## config.mk

```make
export PLATFORM = sky130hd
export DESIGN_NAME = msh_top
export DESIGN_NICKNAME = d
export VERILOG_FILES = /design/src/msh_pkg.sv /design/src/msh_sp_if.sv /design/src/msh_setpoint.sv /design/src/msh_top.sv
export SDC_FILE = /design/constraint.sdc
export NUM_CORES = 1
export LEC_CHECK = 0
export BUFFER_PORTS_ARGS = -buffer_cell sky130_fd_sc_hd__buf_4
export CAP_MARGIN = 30
export CORE_MARGIN = 2
export CORE_UTILIZATION = 44
export CTS_CLUSTER_SIZE = 28
export DETAILED_ROUTE_END_ITERATION = 12
export PLACE_DENSITY = 0.74
export SYNTH_ARGS = -nofsm -noshare
export SYNTH_HDL_FRONTEND = slang
export SYNTH_HIERARCHICAL = 1
export SYNTH_SLANG_ARGS = --single-unit
```

## constraint.sdc

```tcl
create_clock -name sys_clk -period 3.7 [get_ports sys_clk]
set_input_delay 0.555 -clock sys_clk [delete_from_list [all_inputs] [get_ports sys_clk]]
set_output_delay 0.555 -clock sys_clk [all_outputs]
set_load 0.05 [all_outputs]
```

## src/msh_pkg.sv

```systemverilog
// Package of the motion setpoint handshake: parameter addresses, reset
// values, legal ranges, status and control bit positions, mode codes.
// Assumes one system clock; addresses are the fieldbus parameter numbers.
package msh_pkg;

    // ------------------------------------------------------------
    // Parameter addresses
    // ------------------------------------------------------------
    localparam logic [15:0] ADDR_RAMP_ACCELERATION = 16'h0614;
    localparam logic [15:0] ADDR_RAMP_DECELERATION = 16'h0616;
    localparam logic [15:0] ADDR_JERK_FILTER_TIME  = 16'h061a;
    localparam logic [15:0] ADDR_TARGET_POSITION   = 16'h1b1c;
    localparam logic [15:0] ADDR_TARGET_SPEED      = 16'h1b1e;
    localparam logic [15:0] ADDR_CONTROL_WORD      = 16'h1b00;
    localparam logic [15:0] ADDR_STATUS_WORD       = 16'h1b04;

    // ------------------------------------------------------------
    // Reset values and legal ranges
    // ------------------------------------------------------------
    localparam logic [31:0] RST_RAMP_ACCELERATION = 32'h0000_0258;
    localparam logic [31:0] RST_RAMP_DECELERATION = 32'h0000_02ee;
    localparam logic [15:0] RST_JERK_FILTER_TIME  = 16'h0000;
    localparam logic [31:0] RST_TARGET_POSITION   = 32'h0000_0000;
    localparam logic [31:0] RST_TARGET_SPEED      = 32'h0000_003c;
    localparam logic [15:0] RST_CONTROL_WORD      = 16'h0000;
    localparam logic [31:0] ACC_MIN               = 32'h0000_0001;
    localparam logic [31:0] DEC_MIN               = 32'h0000_00c8;
    localparam logic [31:0] RAMP_MAX              = 32'h002d_c6c0;
    localparam logic [31:0] SPEED_MIN             = 32'h0000_0001;

    // ------------------------------------------------------------
    // Control and status bit positions
    // ------------------------------------------------------------
    localparam int CW_NEW_SETPOINT = 4;
    localparam int CW_IMMEDIATE    = 5;
    localparam int CW_RELATIVE     = 6;
    localparam int SW_TARGET       = 10;
    localparam int SW_ACK          = 12;
    localparam int SW_ERROR        = 13;
    localparam int SW_END          = 14;
    localparam int SW_REF_OK       = 15;

    // ------------------------------------------------------------
    // Operating mode codes on the mode input
    // ------------------------------------------------------------
    localparam logic [2:0] MODE_NONE     = 3'h0;
    localparam logic [2:0] MODE_PROF_POS = 3'h1;
    localparam logic [2:0] MODE_PROF_VEL = 3'h3;
    localparam logic [2:0] MODE_HOMING   = 3'h6;
    localparam logic [2:0] MODE_JOG      = 3'h7;

    // Setpoint set handed over as one unit
    typedef struct packed {
        logic [31:0] position;
        logic [31:0] speed;
        logic [31:0] accel;
        logic [31:0] decel;
        logic        relative;
    } msh_set_t;

endpackage

```

## src/msh_sp_if.sv

```systemverilog
// Interface between the parameter front end and the setpoint engine.
// Assumes both ends run on sys_clk.
interface msh_sp_if;
    import msh_pkg::*;
    logic     edge_p;
    logic     immediate;
    logic     cw_new_level;
    msh_set_t incoming;
    msh_set_t applied;
    logic     start_p;
    logic     moving;
    logic     pending;
    logic     ack;
    logic     reached;

    modport front (
        output edge_p, immediate, cw_new_level, incoming,
        input  applied, start_p, moving, pending, ack, reached
    );
    modport engine (
        input  edge_p, immediate, cw_new_level, incoming,
        output applied, start_p, moving, pending, ack, reached
    );
endinterface

```

## src/msh_setpoint.sv

```systemverilog
// Setpoint engine: takes new position sets at once or buffers them
// until arrival, and keeps the acknowledge and target-reached flags.
// Assumes the trajectory reports arrival, halt and fault on sys_clk.
module msh_setpoint
    import msh_pkg::*;
(
    input  wire logic  sys_clk,
    input  wire logic  nrst,
    input  wire logic  traj_arrived,
    input  wire logic  halt_req,
    input  wire logic  fault_active,
    msh_sp_if.engine   sp
);

    msh_set_t buf_q;
    msh_set_t app_q;
    logic     start_q;
    logic     moving_q;
    logic     pending_q;
    logic     ack_q;
    logic     reached_q;
    logic     stop;

    assign stop = halt_req | fault_active;

    // ------------------------------------------------------------
    // Set takeover
    // ------------------------------------------------------------
    always_ff @(posedge sys_clk or negedge nrst) begin
        if (!nrst) begin
            buf_q     <= '0;
            app_q     <= '0;
            start_q   <= 1'b0;
            moving_q  <= 1'b0;
            pending_q <= 1'b0;
        end else begin
            start_q <= 1'b0;
            if (stop) begin
                moving_q  <= 1'b0;
                pending_q <= 1'b0;
            end else if (sp.edge_p) begin
                if (!moving_q || sp.immediate) begin
                    app_q    <= sp.incoming;
                    start_q  <= 1'b1;
                    moving_q <= 1'b1;
                end else begin
                    buf_q     <= sp.incoming;
                    pending_q <= 1'b1;
                end
            end else if (moving_q && traj_arrived) begin
                if (pending_q) begin
                    app_q     <= buf_q;
                    start_q   <= 1'b1;
                    pending_q <= 1'b0;
                end else begin
                    moving_q <= 1'b0;
                end
            end
        end
    end

    // ------------------------------------------------------------
    // Acknowledge and target reached
    // ------------------------------------------------------------
    always_ff @(posedge sys_clk or negedge nrst) begin
        if (!nrst) begin
            ack_q <= 1'b0;
        end else if (sp.edge_p && !stop) begin
            ack_q <= 1'b1;
        end else if (!sp.cw_new_level && !pending_q) begin
            ack_q <= 1'b0;
        end
    end

    always_ff @(posedge sys_clk or negedge nrst) begin
        if (!nrst) begin
            reached_q <= 1'b0;
        end else if (stop || start_q) begin
            reached_q <= 1'b0;
        end else if (moving_q && traj_arrived && !pending_q && !sp.edge_p) begin
            reached_q <= 1'b1;
        end
    end

    assign sp.applied = app_q;
    assign sp.start_p = start_q;
    assign sp.moving  = moving_q;
    assign sp.pending = pending_q;
    assign sp.ack     = ack_q;
    assign sp.reached = reached_q;

endmodule // msh_setpoint

```

## src/msh_top.sv

```systemverilog
// Command and status logic of the motor drive: ramp settings, jerk
// filter, jog end detection and the profile-position handshake.
// Assumes a same-clock parameter port from the fieldbus side and
// trajectory feedback on sys_clk; jog pins are asynchronous.
//
// Notes on behaviour
// - Acceleration 32 bit, 1..3000000, default 600
// - Deceleration 32 bit, 200..3000000, default 750
// - Jerk time only 0 or 1..128 powers
// - Jerk filter used in four motion modes
// - Jerk change refused unless mode finished
// - Jog: bits 10 and 12 meaningless
// - Jog: bit 14 when done and still
// - Jog ends at standstill, no direction
// - Halt or error also ends jog
// - Jog requests each on own input
// - Control bit 6 picks absolute or relative
// - Only rising bit 4 starts a move
// - Bit 5 read only on that edge
// - Buffer set during move, apply on arrival
// - Newer set overwrites buffered one
// - Bit 5 set applies values at once
// - Bit 10 only when target reached
// - Bit 12 acknowledges; master waits for zero
// - Bit 13 error, bit 15 reference valid
// - Bit 14 when positioning done and still
// - Halt or fault leaves bit 10 low
module msh_top
    import msh_pkg::*;
(
    input  wire logic        sys_clk,
    input  wire logic        nrst,
    input  wire logic [15:0] param_addr,
    input  wire logic [31:0] param_wdata,
    input  wire logic        param_wr,
    input  wire logic        param_rd,
    output logic      [31:0] param_rdata,
    output logic             param_ack,
    output logic             param_err,
    input  wire logic [2:0]  op_mode,
    input  wire logic        motor_standstill,
    input  wire logic        traj_arrived,
    input  wire logic        halt_req,
    input  wire logic        fault_active,
    input  wire logic        ref_valid,
    input  wire logic        jog_pos_pin,
    input  wire logic        jog_neg_pin,
    input  wire logic        jog_fast_pin,
    output logic      [31:0] move_position,
    output logic      [31:0] move_speed,
    output logic      [31:0] move_accel,
    output logic      [31:0] move_decel,
    output logic             move_relative,
    output logic             move_start,
    output logic      [15:0] jerk_time_out,
    output logic             jog_run_pos,
    output logic             jog_run_neg,
    output logic             jog_fast,
    output logic      [15:0] status_word
);

    // ------------------------------------------------------------
    // Helpers
    // ------------------------------------------------------------
    function automatic logic in_range(input logic [31:0] v,
                                      input logic [31:0] lo,
                                      input logic [31:0] hi);
        in_range = (v >= lo) && (v <= hi);
    endfunction

    function automatic logic jerk_legal(input logic [31:0] v);
        logic ok;
        ok = 1'b0;
        if (v[31:8] == 24'h000000) begin
            ok = (v[7:0] & (v[7:0] - 8'h01)) == 8'h00;
        end
        jerk_legal = ok;
    endfunction

    function automatic logic is_motion_mode(input logic [2:0] m);
        is_motion_mode = (m == MODE_PROF_POS) || (m == MODE_PROF_VEL) ||
                         (m == MODE_HOMING) || (m == MODE_JOG);
    endfunction

    // ------------------------------------------------------------
    // Storage
    // ------------------------------------------------------------
    logic [31:0] acc_q;
    logic [31:0] dec_q;
    logic [15:0] jerk_q;
    logic [31:0] tpos_q;
    logic [31:0] tspd_q;
    logic [15:0] cw_q;
    logic [15:0] status_q;
    logic [31:0] rdata_q;
    logic        ack_q;
    logic        err_q;
    logic [15:0] jerk_out_q;
    logic [2:0]  jog_s1_q;
    logic [2:0]  jog_s2_q;
    logic        jog_req_prev_q;
    logic        jog_active_q;
    logic        jog_pos_q;
    logic        jog_neg_q;
    logic        jog_fast_q;
    logic        sel_acc;
    logic        sel_dec;
    logic        sel_jerk;
    logic        sel_tpos;
    logic        sel_tspd;
    logic        sel_cw;
    logic        sel_sw;
    logic        wr_ok;
    logic        mode_end;
    logic        jog_req;
    logic        jog_one_dir;
    msh_set_t    incoming;

    msh_sp_if sp ();

    assign sel_acc  = param_addr == ADDR_RAMP_ACCELERATION;
    assign sel_dec  = param_addr == ADDR_RAMP_DECELERATION;
    assign sel_jerk = param_addr == ADDR_JERK_FILTER_TIME;
    assign sel_tpos = param_addr == ADDR_TARGET_POSITION;
    assign sel_tspd = param_addr == ADDR_TARGET_SPEED;
    assign sel_cw   = param_addr == ADDR_CONTROL_WORD;
    assign sel_sw   = param_addr == ADDR_STATUS_WORD;
    assign mode_end = status_q[SW_END];

    // ------------------------------------------------------------
    // Write acceptance
    // ------------------------------------------------------------
    always_comb begin
        wr_ok = 1'b0;
        if (sel_acc) begin
            wr_ok = in_range(param_wdata, ACC_MIN, RAMP_MAX);
        end else if (sel_dec) begin
            wr_ok = in_range(param_wdata, DEC_MIN, RAMP_MAX);
        end else if (sel_jerk) begin
            wr_ok = jerk_legal(param_wdata) && mode_end;
        end else if (sel_tpos || sel_cw) begin
            wr_ok = 1'b1;
        end else if (sel_tspd) begin
            wr_ok = param_wdata >= SPEED_MIN;
        end
    end

    always_ff @(posedge sys_clk or negedge nrst) begin
        if (!nrst) begin
            acc_q  <= RST_RAMP_ACCELERATION;
            dec_q  <= RST_RAMP_DECELERATION;
            jerk_q <= RST_JERK_FILTER_TIME;
            tpos_q <= RST_TARGET_POSITION;
            tspd_q <= RST_TARGET_SPEED;
            cw_q   <= RST_CONTROL_WORD;
        end else if (param_wr && wr_ok) begin
            if (sel_acc) begin
                acc_q <= param_wdata;
            end
            if (sel_dec) begin
                dec_q <= param_wdata;
            end
            if (sel_jerk) begin
                jerk_q <= param_wdata[15:0];
            end
            if (sel_tpos) begin
                tpos_q <= param_wdata;
            end
            if (sel_tspd) begin
                tspd_q <= param_wdata;
            end
            if (sel_cw) begin
                cw_q <= param_wdata[15:0];
            end
        end
    end

    // ------------------------------------------------------------
    // Setpoint edge and hand-over
    // ------------------------------------------------------------
    // Values written in the same cycle as the edge are not yet stored,
    // so position, speed and ramps come from the registers as they stand, the relative bit from the written word.
    always_comb begin
        incoming          = '0;
        incoming.position = tpos_q;
        incoming.speed    = tspd_q;
        incoming.accel    = acc_q;
        incoming.decel    = dec_q;
        incoming.relative = param_wdata[CW_RELATIVE];
    end

    assign sp.edge_p       = param_wr && sel_cw && (op_mode == MODE_PROF_POS) &&
                             param_wdata[CW_NEW_SETPOINT] && !cw_q[CW_NEW_SETPOINT];
    assign sp.immediate    = param_wdata[CW_IMMEDIATE];
    assign sp.cw_new_level = cw_q[CW_NEW_SETPOINT];
    assign sp.incoming     = incoming;

    msh_setpoint u_setpoint (
        .sys_clk      (sys_clk),
        .nrst         (nrst),
        .traj_arrived (traj_arrived),
        .halt_req     (halt_req),
        .fault_active (fault_active),
        .sp           (sp.engine)
    );

    assign move_position = sp.applied.position;
    assign move_speed    = sp.applied.speed;
    assign move_accel    = sp.applied.accel;
    assign move_decel    = sp.applied.decel;
    assign move_relative = sp.applied.relative;
    assign move_start    = sp.start_p;

    // ------------------------------------------------------------
    // Jog inputs and jog end
    // ------------------------------------------------------------
    // one pin per request
    always_ff @(posedge sys_clk or negedge nrst) begin
        if (!nrst) begin
            jog_s1_q <= 3'h0;
            jog_s2_q <= 3'h0;
        end else begin
            jog_s1_q <= {jog_fast_pin, jog_neg_pin, jog_pos_pin};
            jog_s2_q <= jog_s1_q;
        end
    end

    // Both directions at once means no motion
    assign jog_req     = jog_s2_q[0] | jog_s2_q[1];
    assign jog_one_dir = jog_s2_q[0] ^ jog_s2_q[1];

    always_ff @(posedge sys_clk or negedge nrst) begin
        if (!nrst) begin
            jog_active_q   <= 1'b0;
            jog_req_prev_q <= 1'b0;
        end else begin
            jog_req_prev_q <= jog_req;
            if (op_mode != MODE_JOG || halt_req || fault_active) begin
                jog_active_q <= 1'b0;
            end else if (jog_one_dir && !jog_req_prev_q) begin
                jog_active_q <= 1'b1;
            end else if (motor_standstill && !jog_req) begin
                jog_active_q <= 1'b0;
            end
        end
    end

    always_ff @(posedge sys_clk or negedge nrst) begin
        if (!nrst) begin
            jog_pos_q  <= 1'b0;
            jog_neg_q  <= 1'b0;
            jog_fast_q <= 1'b0;
        end else begin
            jog_pos_q  <= jog_active_q && jog_one_dir && jog_s2_q[0];
            jog_neg_q  <= jog_active_q && jog_one_dir && jog_s2_q[1];
            jog_fast_q <= jog_s2_q[2];
        end
    end

    // ------------------------------------------------------------
    // Jerk filter output
    // ------------------------------------------------------------
    always_ff @(posedge sys_clk or negedge nrst) begin
        if (!nrst) begin
            jerk_out_q <= 16'h0000;
        end else begin
            jerk_out_q <= is_motion_mode(op_mode) ? jerk_q : 16'h0000;
        end
    end

    // ------------------------------------------------------------
    // Status word
    // ------------------------------------------------------------
    always_ff @(posedge sys_clk or negedge nrst) begin
        if (!nrst) begin
            status_q <= 16'h0000;
        end else begin
            status_q <= 16'h0000;
            status_q[SW_ERROR]  <= fault_active;
            status_q[SW_REF_OK] <= ref_valid;
            if (op_mode == MODE_PROF_POS) begin
                status_q[SW_TARGET] <= sp.reached;
                status_q[SW_ACK]    <= sp.ack;
                status_q[SW_END]    <= !sp.moving && motor_standstill;
            end else if (op_mode == MODE_JOG) begin
                // bits 10 and 12 held low
                status_q[SW_END] <= !jog_active_q && motor_standstill;
            end else begin
                status_q[SW_END] <= motor_standstill;
            end
        end
    end

    // ------------------------------------------------------------
    // Parameter port answer
    // ------------------------------------------------------------
    always_ff @(posedge sys_clk or negedge nrst) begin
        if (!nrst) begin
            rdata_q <= 32'h0000_0000;
            ack_q   <= 1'b0;
            err_q   <= 1'b0;
        end else begin
            ack_q <= param_wr | param_rd;
            err_q <= 1'b0;
            if (param_wr) begin
                // Status is read-only; unmapped or illegal writes are refused
                err_q <= !wr_ok;
            end else if (param_rd) begin
                unique case (1'b1)
                    sel_acc:  rdata_q <= acc_q;
                    sel_dec:  rdata_q <= dec_q;
                    sel_jerk: rdata_q <= {16'h0000, jerk_q};
                    sel_tpos: rdata_q <= tpos_q;
                    sel_tspd: rdata_q <= tspd_q;
                    sel_cw:   rdata_q <= {16'h0000, cw_q};
                    sel_sw:   rdata_q <= {16'h0000, status_q};
                    default: begin
                        rdata_q <= 32'h0000_0000;
                        err_q   <= 1'b1;
                    end
                endcase
            end
        end
    end

    assign param_rdata   = rdata_q;
    assign param_ack     = ack_q;
    assign param_err     = err_q;
    assign jerk_time_out = jerk_out_q;
    assign jog_run_pos   = jog_pos_q;
    assign jog_run_neg   = jog_neg_q;
    assign jog_fast      = jog_fast_q;
    assign status_word   = status_q;

endmodule // msh_top

```

==> Yosys cells after proc, flatten, opt, wreduce, memory -nomap -nowiden <==
Cells that the tools add are included.
{ "op_classes": {"n_addsub": 1, "order_cmp": 3, "n_eq_ne": 16, "n_mux": 43, "bitwise": 8, "reduce_logical": 57} }
{ "op_table": {"columns": ["operator", "n"], "rows": [
  ["$mux 129", 4],
  ["$pmux 32 s7", 1],
  ["$eq 16x13->1 const B", 4],
  ["$eq 16x11->1 const B", 3],
  ["$mux 1", 37],
  ["$ge 32x1->1 const B", 1],
  ["$ge 32x8->1 const B", 1],
  ["$le 32x22->1 const B", 1],
  ["$logic_not 24->1", 1],
  ["$logic_and 1x1->1", 20],
  ["$mux 16", 1],
  ["$reduce_and 2->1", 8],
  ["$logic_not 1->1", 9],
  ["$ne 3x3->1 const B", 3],
  ["$and 8x8->8", 1],
  ["$logic_not 8->1", 1],
  ["$logic_or 1x1->1", 8],
  ["$reduce_bool 2->1", 4],
  ["$sub 8x1->8 const B", 1],
  ["$reduce_or 7->1", 1],
  ["$eq 3x3->1 const B", 2],
  ["$reduce_and 3->1", 2],
  ["$reduce_bool 3->1", 2],
  ["$reduce_and 4->1", 1],
  ["7 further kinds", 11]
]} }
{ "word_totals": {"regBits": 489, "inputBits": 63, "output_inout_bits": 199, "elab_cells": 161} }

==> Logic depth before layout (Yosys ltp) <==
{ "depth": {"ltp_word": 13, "depth_mapped": 12, "depth_no_buf": 8} }

==> Modules after synthesis <==
Netlist, hierarchy kept.
{ "by_module_without_submodules": {"columns": ["mod", "instances", "cells_per_inst", "area_per_inst_um2"], "rows": [
  ["msh_setpoint", 1, 996, 11486.0],
  ["msh_top", 1, 715, 9515.4]
]} }

==> Least setup slack after synthesis <==
OpenSTA, ideal clock, no wires.
{ "synth_path": {"path_kind": "input to register", "start": "input param_addr[13]", "end": "register u_setpoint.app_q, in the netlist u_setpoint/sp.applied[44]", "setup_ps": 155, "arrival_time_ps": 3171, "required_ps": 3545, "path_slack_ps": 375, "cell_stages": 12, "path_cell_list": "nor4b_2 > nand4b_1 > nor2_1 > clkbuf_1 > nand2_1 > nor2_1 > or3b_1 > clkbuf_1 > buf_2 > clkbuf_1 > nor3_1 > a221oi_2"} }
{ "synth_between": {"elab_chain_cells": 7, "word_cells_on_any_way": 10} }
{ "synth_lines": {"columns": ["item", "line", "source"], "rows": [
  ["from (decl)", "msh_top.sv:33", "input wire logic [15:0] param_addr,"],
  ["$eq 16x13->1 *", "msh_top.sv:126", "assign sel_cw = param_addr == ADDR_CONTROL_WORD;"],
  ["$logic_and 1x1->1 * (3 in series)", "msh_top.sv:192", "assign sp.edge_p = param_wr && sel_cw && (op_mode == MODE_PROF_POS) &&"],
  ["$logic_and 1x1->1 *", "msh_top.sv:193", "param_wdata[CW_NEW_SETPOINT] && !cw_q[CW_NEW_SETPOINT];"],
  ["via sp.edge_p", "msh_sp_if.sv:5", "logic edge_p;"],
  ["$ne 2x2->1 (no source line) or $reduce_bool 2->1 (tied branches)", null, null],
  ["$reduce_and 4->1 (no source line)", null, null],
  ["to (signal assigned)", "msh_setpoint.sv:43", "app_q <= sp.incoming;"],
  ["to (signal assigned)", "msh_setpoint.sv:52", "app_q <= buf_q;"],
  ["to (decl)", "msh_setpoint.sv:16", "msh_set_t app_q;"]
]} }
The timed path passes the listed nets; every way through them passes the cells marked *.
A chain may end at the register's enable or synchronous reset.

==> Worst setup path in the final report <==
{ "layout_path": {"start": "input param_addr[13]", "end": "register u_setpoint.app_q, in the netlist u_setpoint/sp.applied[103]"} }
The elaborated chain is that of the path after synthesis.

==> flow_summary.ini <==
[die]
initial_core_util_pct = 44.3
fp.dieArea_um2 = 49500
io_pins = 262
die_height_um = 222
rows = 80
core_area_um2 = 47400
die_w_um = 222

[logic_synthesis]
synthCells = 1711
synth_ff_type = dfrtp_1
async_reset_ff_share_pct = 100
avgSynthCellArea_um2 = 12.3
ys_ff_latch = 489
synth-edff-count = 0
ys_seq_area_share_pct = 58.4
ys_types = 71
syn_area_um2 = 21000
yosysWarningCount = 6

[drt]
remaining_drc_errors = 0
wl_per_cell_um = 23.5
vias_per_cell = 5.77
drt_wl_total_um = 61200
drt-initial-drc-count = 1856
vias = 15000
dr.pass1.iters = 9
ant_nets = 0

[clock_network]
cts_setup_buffers = 0
path_clk_slew_ns = 0.06
cts_tree = yes
holdBufCountCts = 0
htree_levels = 2
clk_latency_ns = 0.58
cts-root-buf = clkbuf_16
cts_buffers = 50
cts.sinks = 489
cts.path.max_buffers = 3
post_cts_resized = 0

[cells_and_area]
seq_area_um2 = 12300
multi_input_area_um2 = 6970
utilization_pct = 53.1
areaGrowthSynthToFinish_pct = 19.9
fin_nets = 2013
drive_gt1_share_pct = 33.9
final_cell_mix = 474 x dfrtp_1, 319 x inv_1, 284 x buf_4, 201 x mux2_2, 82 x nor3_1
fillers = 4039
layout_commonest_cell = dfrtp_1
stdcell_count = 2601

[global_routing]
grt.overflow.total = 0
grt_max_degree = 110
grtUsageTotal_pct = 24.6
grt_antenna_before_repair = 3
grt_pass1_vias = 15400
grt_pass1_wl_um = 93300

[place]
hpwl_um = 41300
port_buffers = 250
post-place-ws_ns = 0.360
dp.cells = 2512
gp_congestion = 0.922

[worst_setup_path]
critPathArrivalTime_ns = 3.19
cp.required_ns = 4.16
critPathTopFamily = simple AND/OR/NAND/NOR gates
crit_type = in -> reg
slowest_delay_ns = 0.42
worstPathCellList = buf_4 > nor4b_2 > nand4b_1 > nor2_1 > nand2_1 > nor2_1 > and3b_1 > and3_4 > buf_4 > a222oi_1
cp_max_fo = 39
end_kind = flop
critPathBufInv = 2
worst_path_max_delay_cell = nor4b_2
timing.critical_path.from_type = input port

[timing]
tightestPinTransition_ns = 1.04
finalHoldViolCount = 0
max_slew_margin_pct = 30.7
slew_viol_final = 0
worst_slack_ns = 0.972
rsz0062_at_grt = false
finClkSkew_ns = 0.0169
min_period_ns = 2.73
setup_violations = 0
post-route-period-util_pct = 73.7
max_freq_ghz = 0.367
tns_ns = 0

[job]
cap_violations = 0

[pwr]
p_leak_nw = 12.8
max-vdd-ir-drop_uv = 377
p_per_area_nw_per_um2 = 431
power_mw = 10.9

[hold_path]
hp-class = in -> async

[status]
status = complete, no violations
metrics by stage:
step	hold WS [ns]	instance area, um^2
floorplan	0.259	21000
global placement	0.332	23600
detailed placement	0.335	23600
CTS	0.0542	25200
global route	0.0585	25200
finish	0.0318	25200
cells by family after synthesis:
group | share of synthesized area (%)
AO/OA/AOI/OAI | 12.2
adder cells (fa/ha/maj) | 0.107
buffers and inverters | 8.91
flip-flops | 58.4
multiplexers | 13.8
other | 0.0179
AND/OR/NAND/NOR | 6.67
cell usage after synthesis (all sizes together) (10+ instances only):
master / instances / share of area (%)
dfrtp: 474 / 56
inv: 319 / 5.7
mux2: 206 / 11
a221oi: 88 / 5.0
nor3: 84 / 2.0
buf: 74 / 2.3
a222oi: 60 / 2.9
mux2i: 56 / 2.7
a22oi: 49 / 1.8
clkbuf: 48 / 0.86
nor2: 42 / 0.76
nor2b: 29 / 0.86
a31oi: 27 / 0.80
nand2: 18 / 0.32
dfstp: 15 / 1.9
a22o: 13 / 0.54
and2: 12 / 0.37
and2b: 10 / 0.42
registers in the layout, indices dropped and copies added, names as in the netlist, 3 cells and up:
signal and cells:
jerk_time_out 16, jog_s1_q 3, tspd_q 32, acc_q 32, cw_q 16, u_setpoint/sp.applied 129, param_rdata 32, tpos_q 32
u_setpoint/buf_q 129, dec_q 32, jerk_q 16, jog_s2_q 3, status_word 5
layout make-up:
type | instances | share of cell area (%)
Sequential cell | 489 | 48.7
Multi-Input combinational cell | 791 | 27.7
Timing Repair Buffer | 298 | 9.56
Clock buffer | 74 | 5.85
Inverter | 319 | 4.76
Tap cell | 615 | 3.06
Clock inverter | 12 | 0.383
Antenna cell | 3 | 0.0298
report_power, final:
| group | switching (mW) | leakage, nW | internal, mW |
|---|---|---|---|
| Combinational | 0.413 | 6.29 | 0.148 |
| Clock | 2.06 | 0.780 | 2.81 |
| Sequential | 0.0402 | 5.73 | 5.39 |
metal layers:
metal,vias up,routed length (um),global-route usage [%]
li1,6439,-,-
met1,7699,24800,32.7
met2,720,29100,39.2
met3,138,4960,5.51
met4,2,2340,10.0
met5,-,10,0
path summary, 6_finish.rpt:
path	start	endpoint	slack (ns)	depth (start not counted)
setup / recovery	param_addr[13]	u_setpoint/sp.applied[103]	0.97	10
hold / removal	nrst	u_setpoint/sp.applied[96]	0.03	1
setup reg to reg	cw_q[4]	u_setpoint/sp.applied[103]	1.44	6
hold reg to reg	jog_s2_q[2]	jog_fast	0.35	0
max in group asynchronous	nrst	dec_q[9]	2.66	2
min in group sys_clk	ref_valid	status_word[15]	0.08	1
Note: power is estimated with default switching activity, not from simulation.
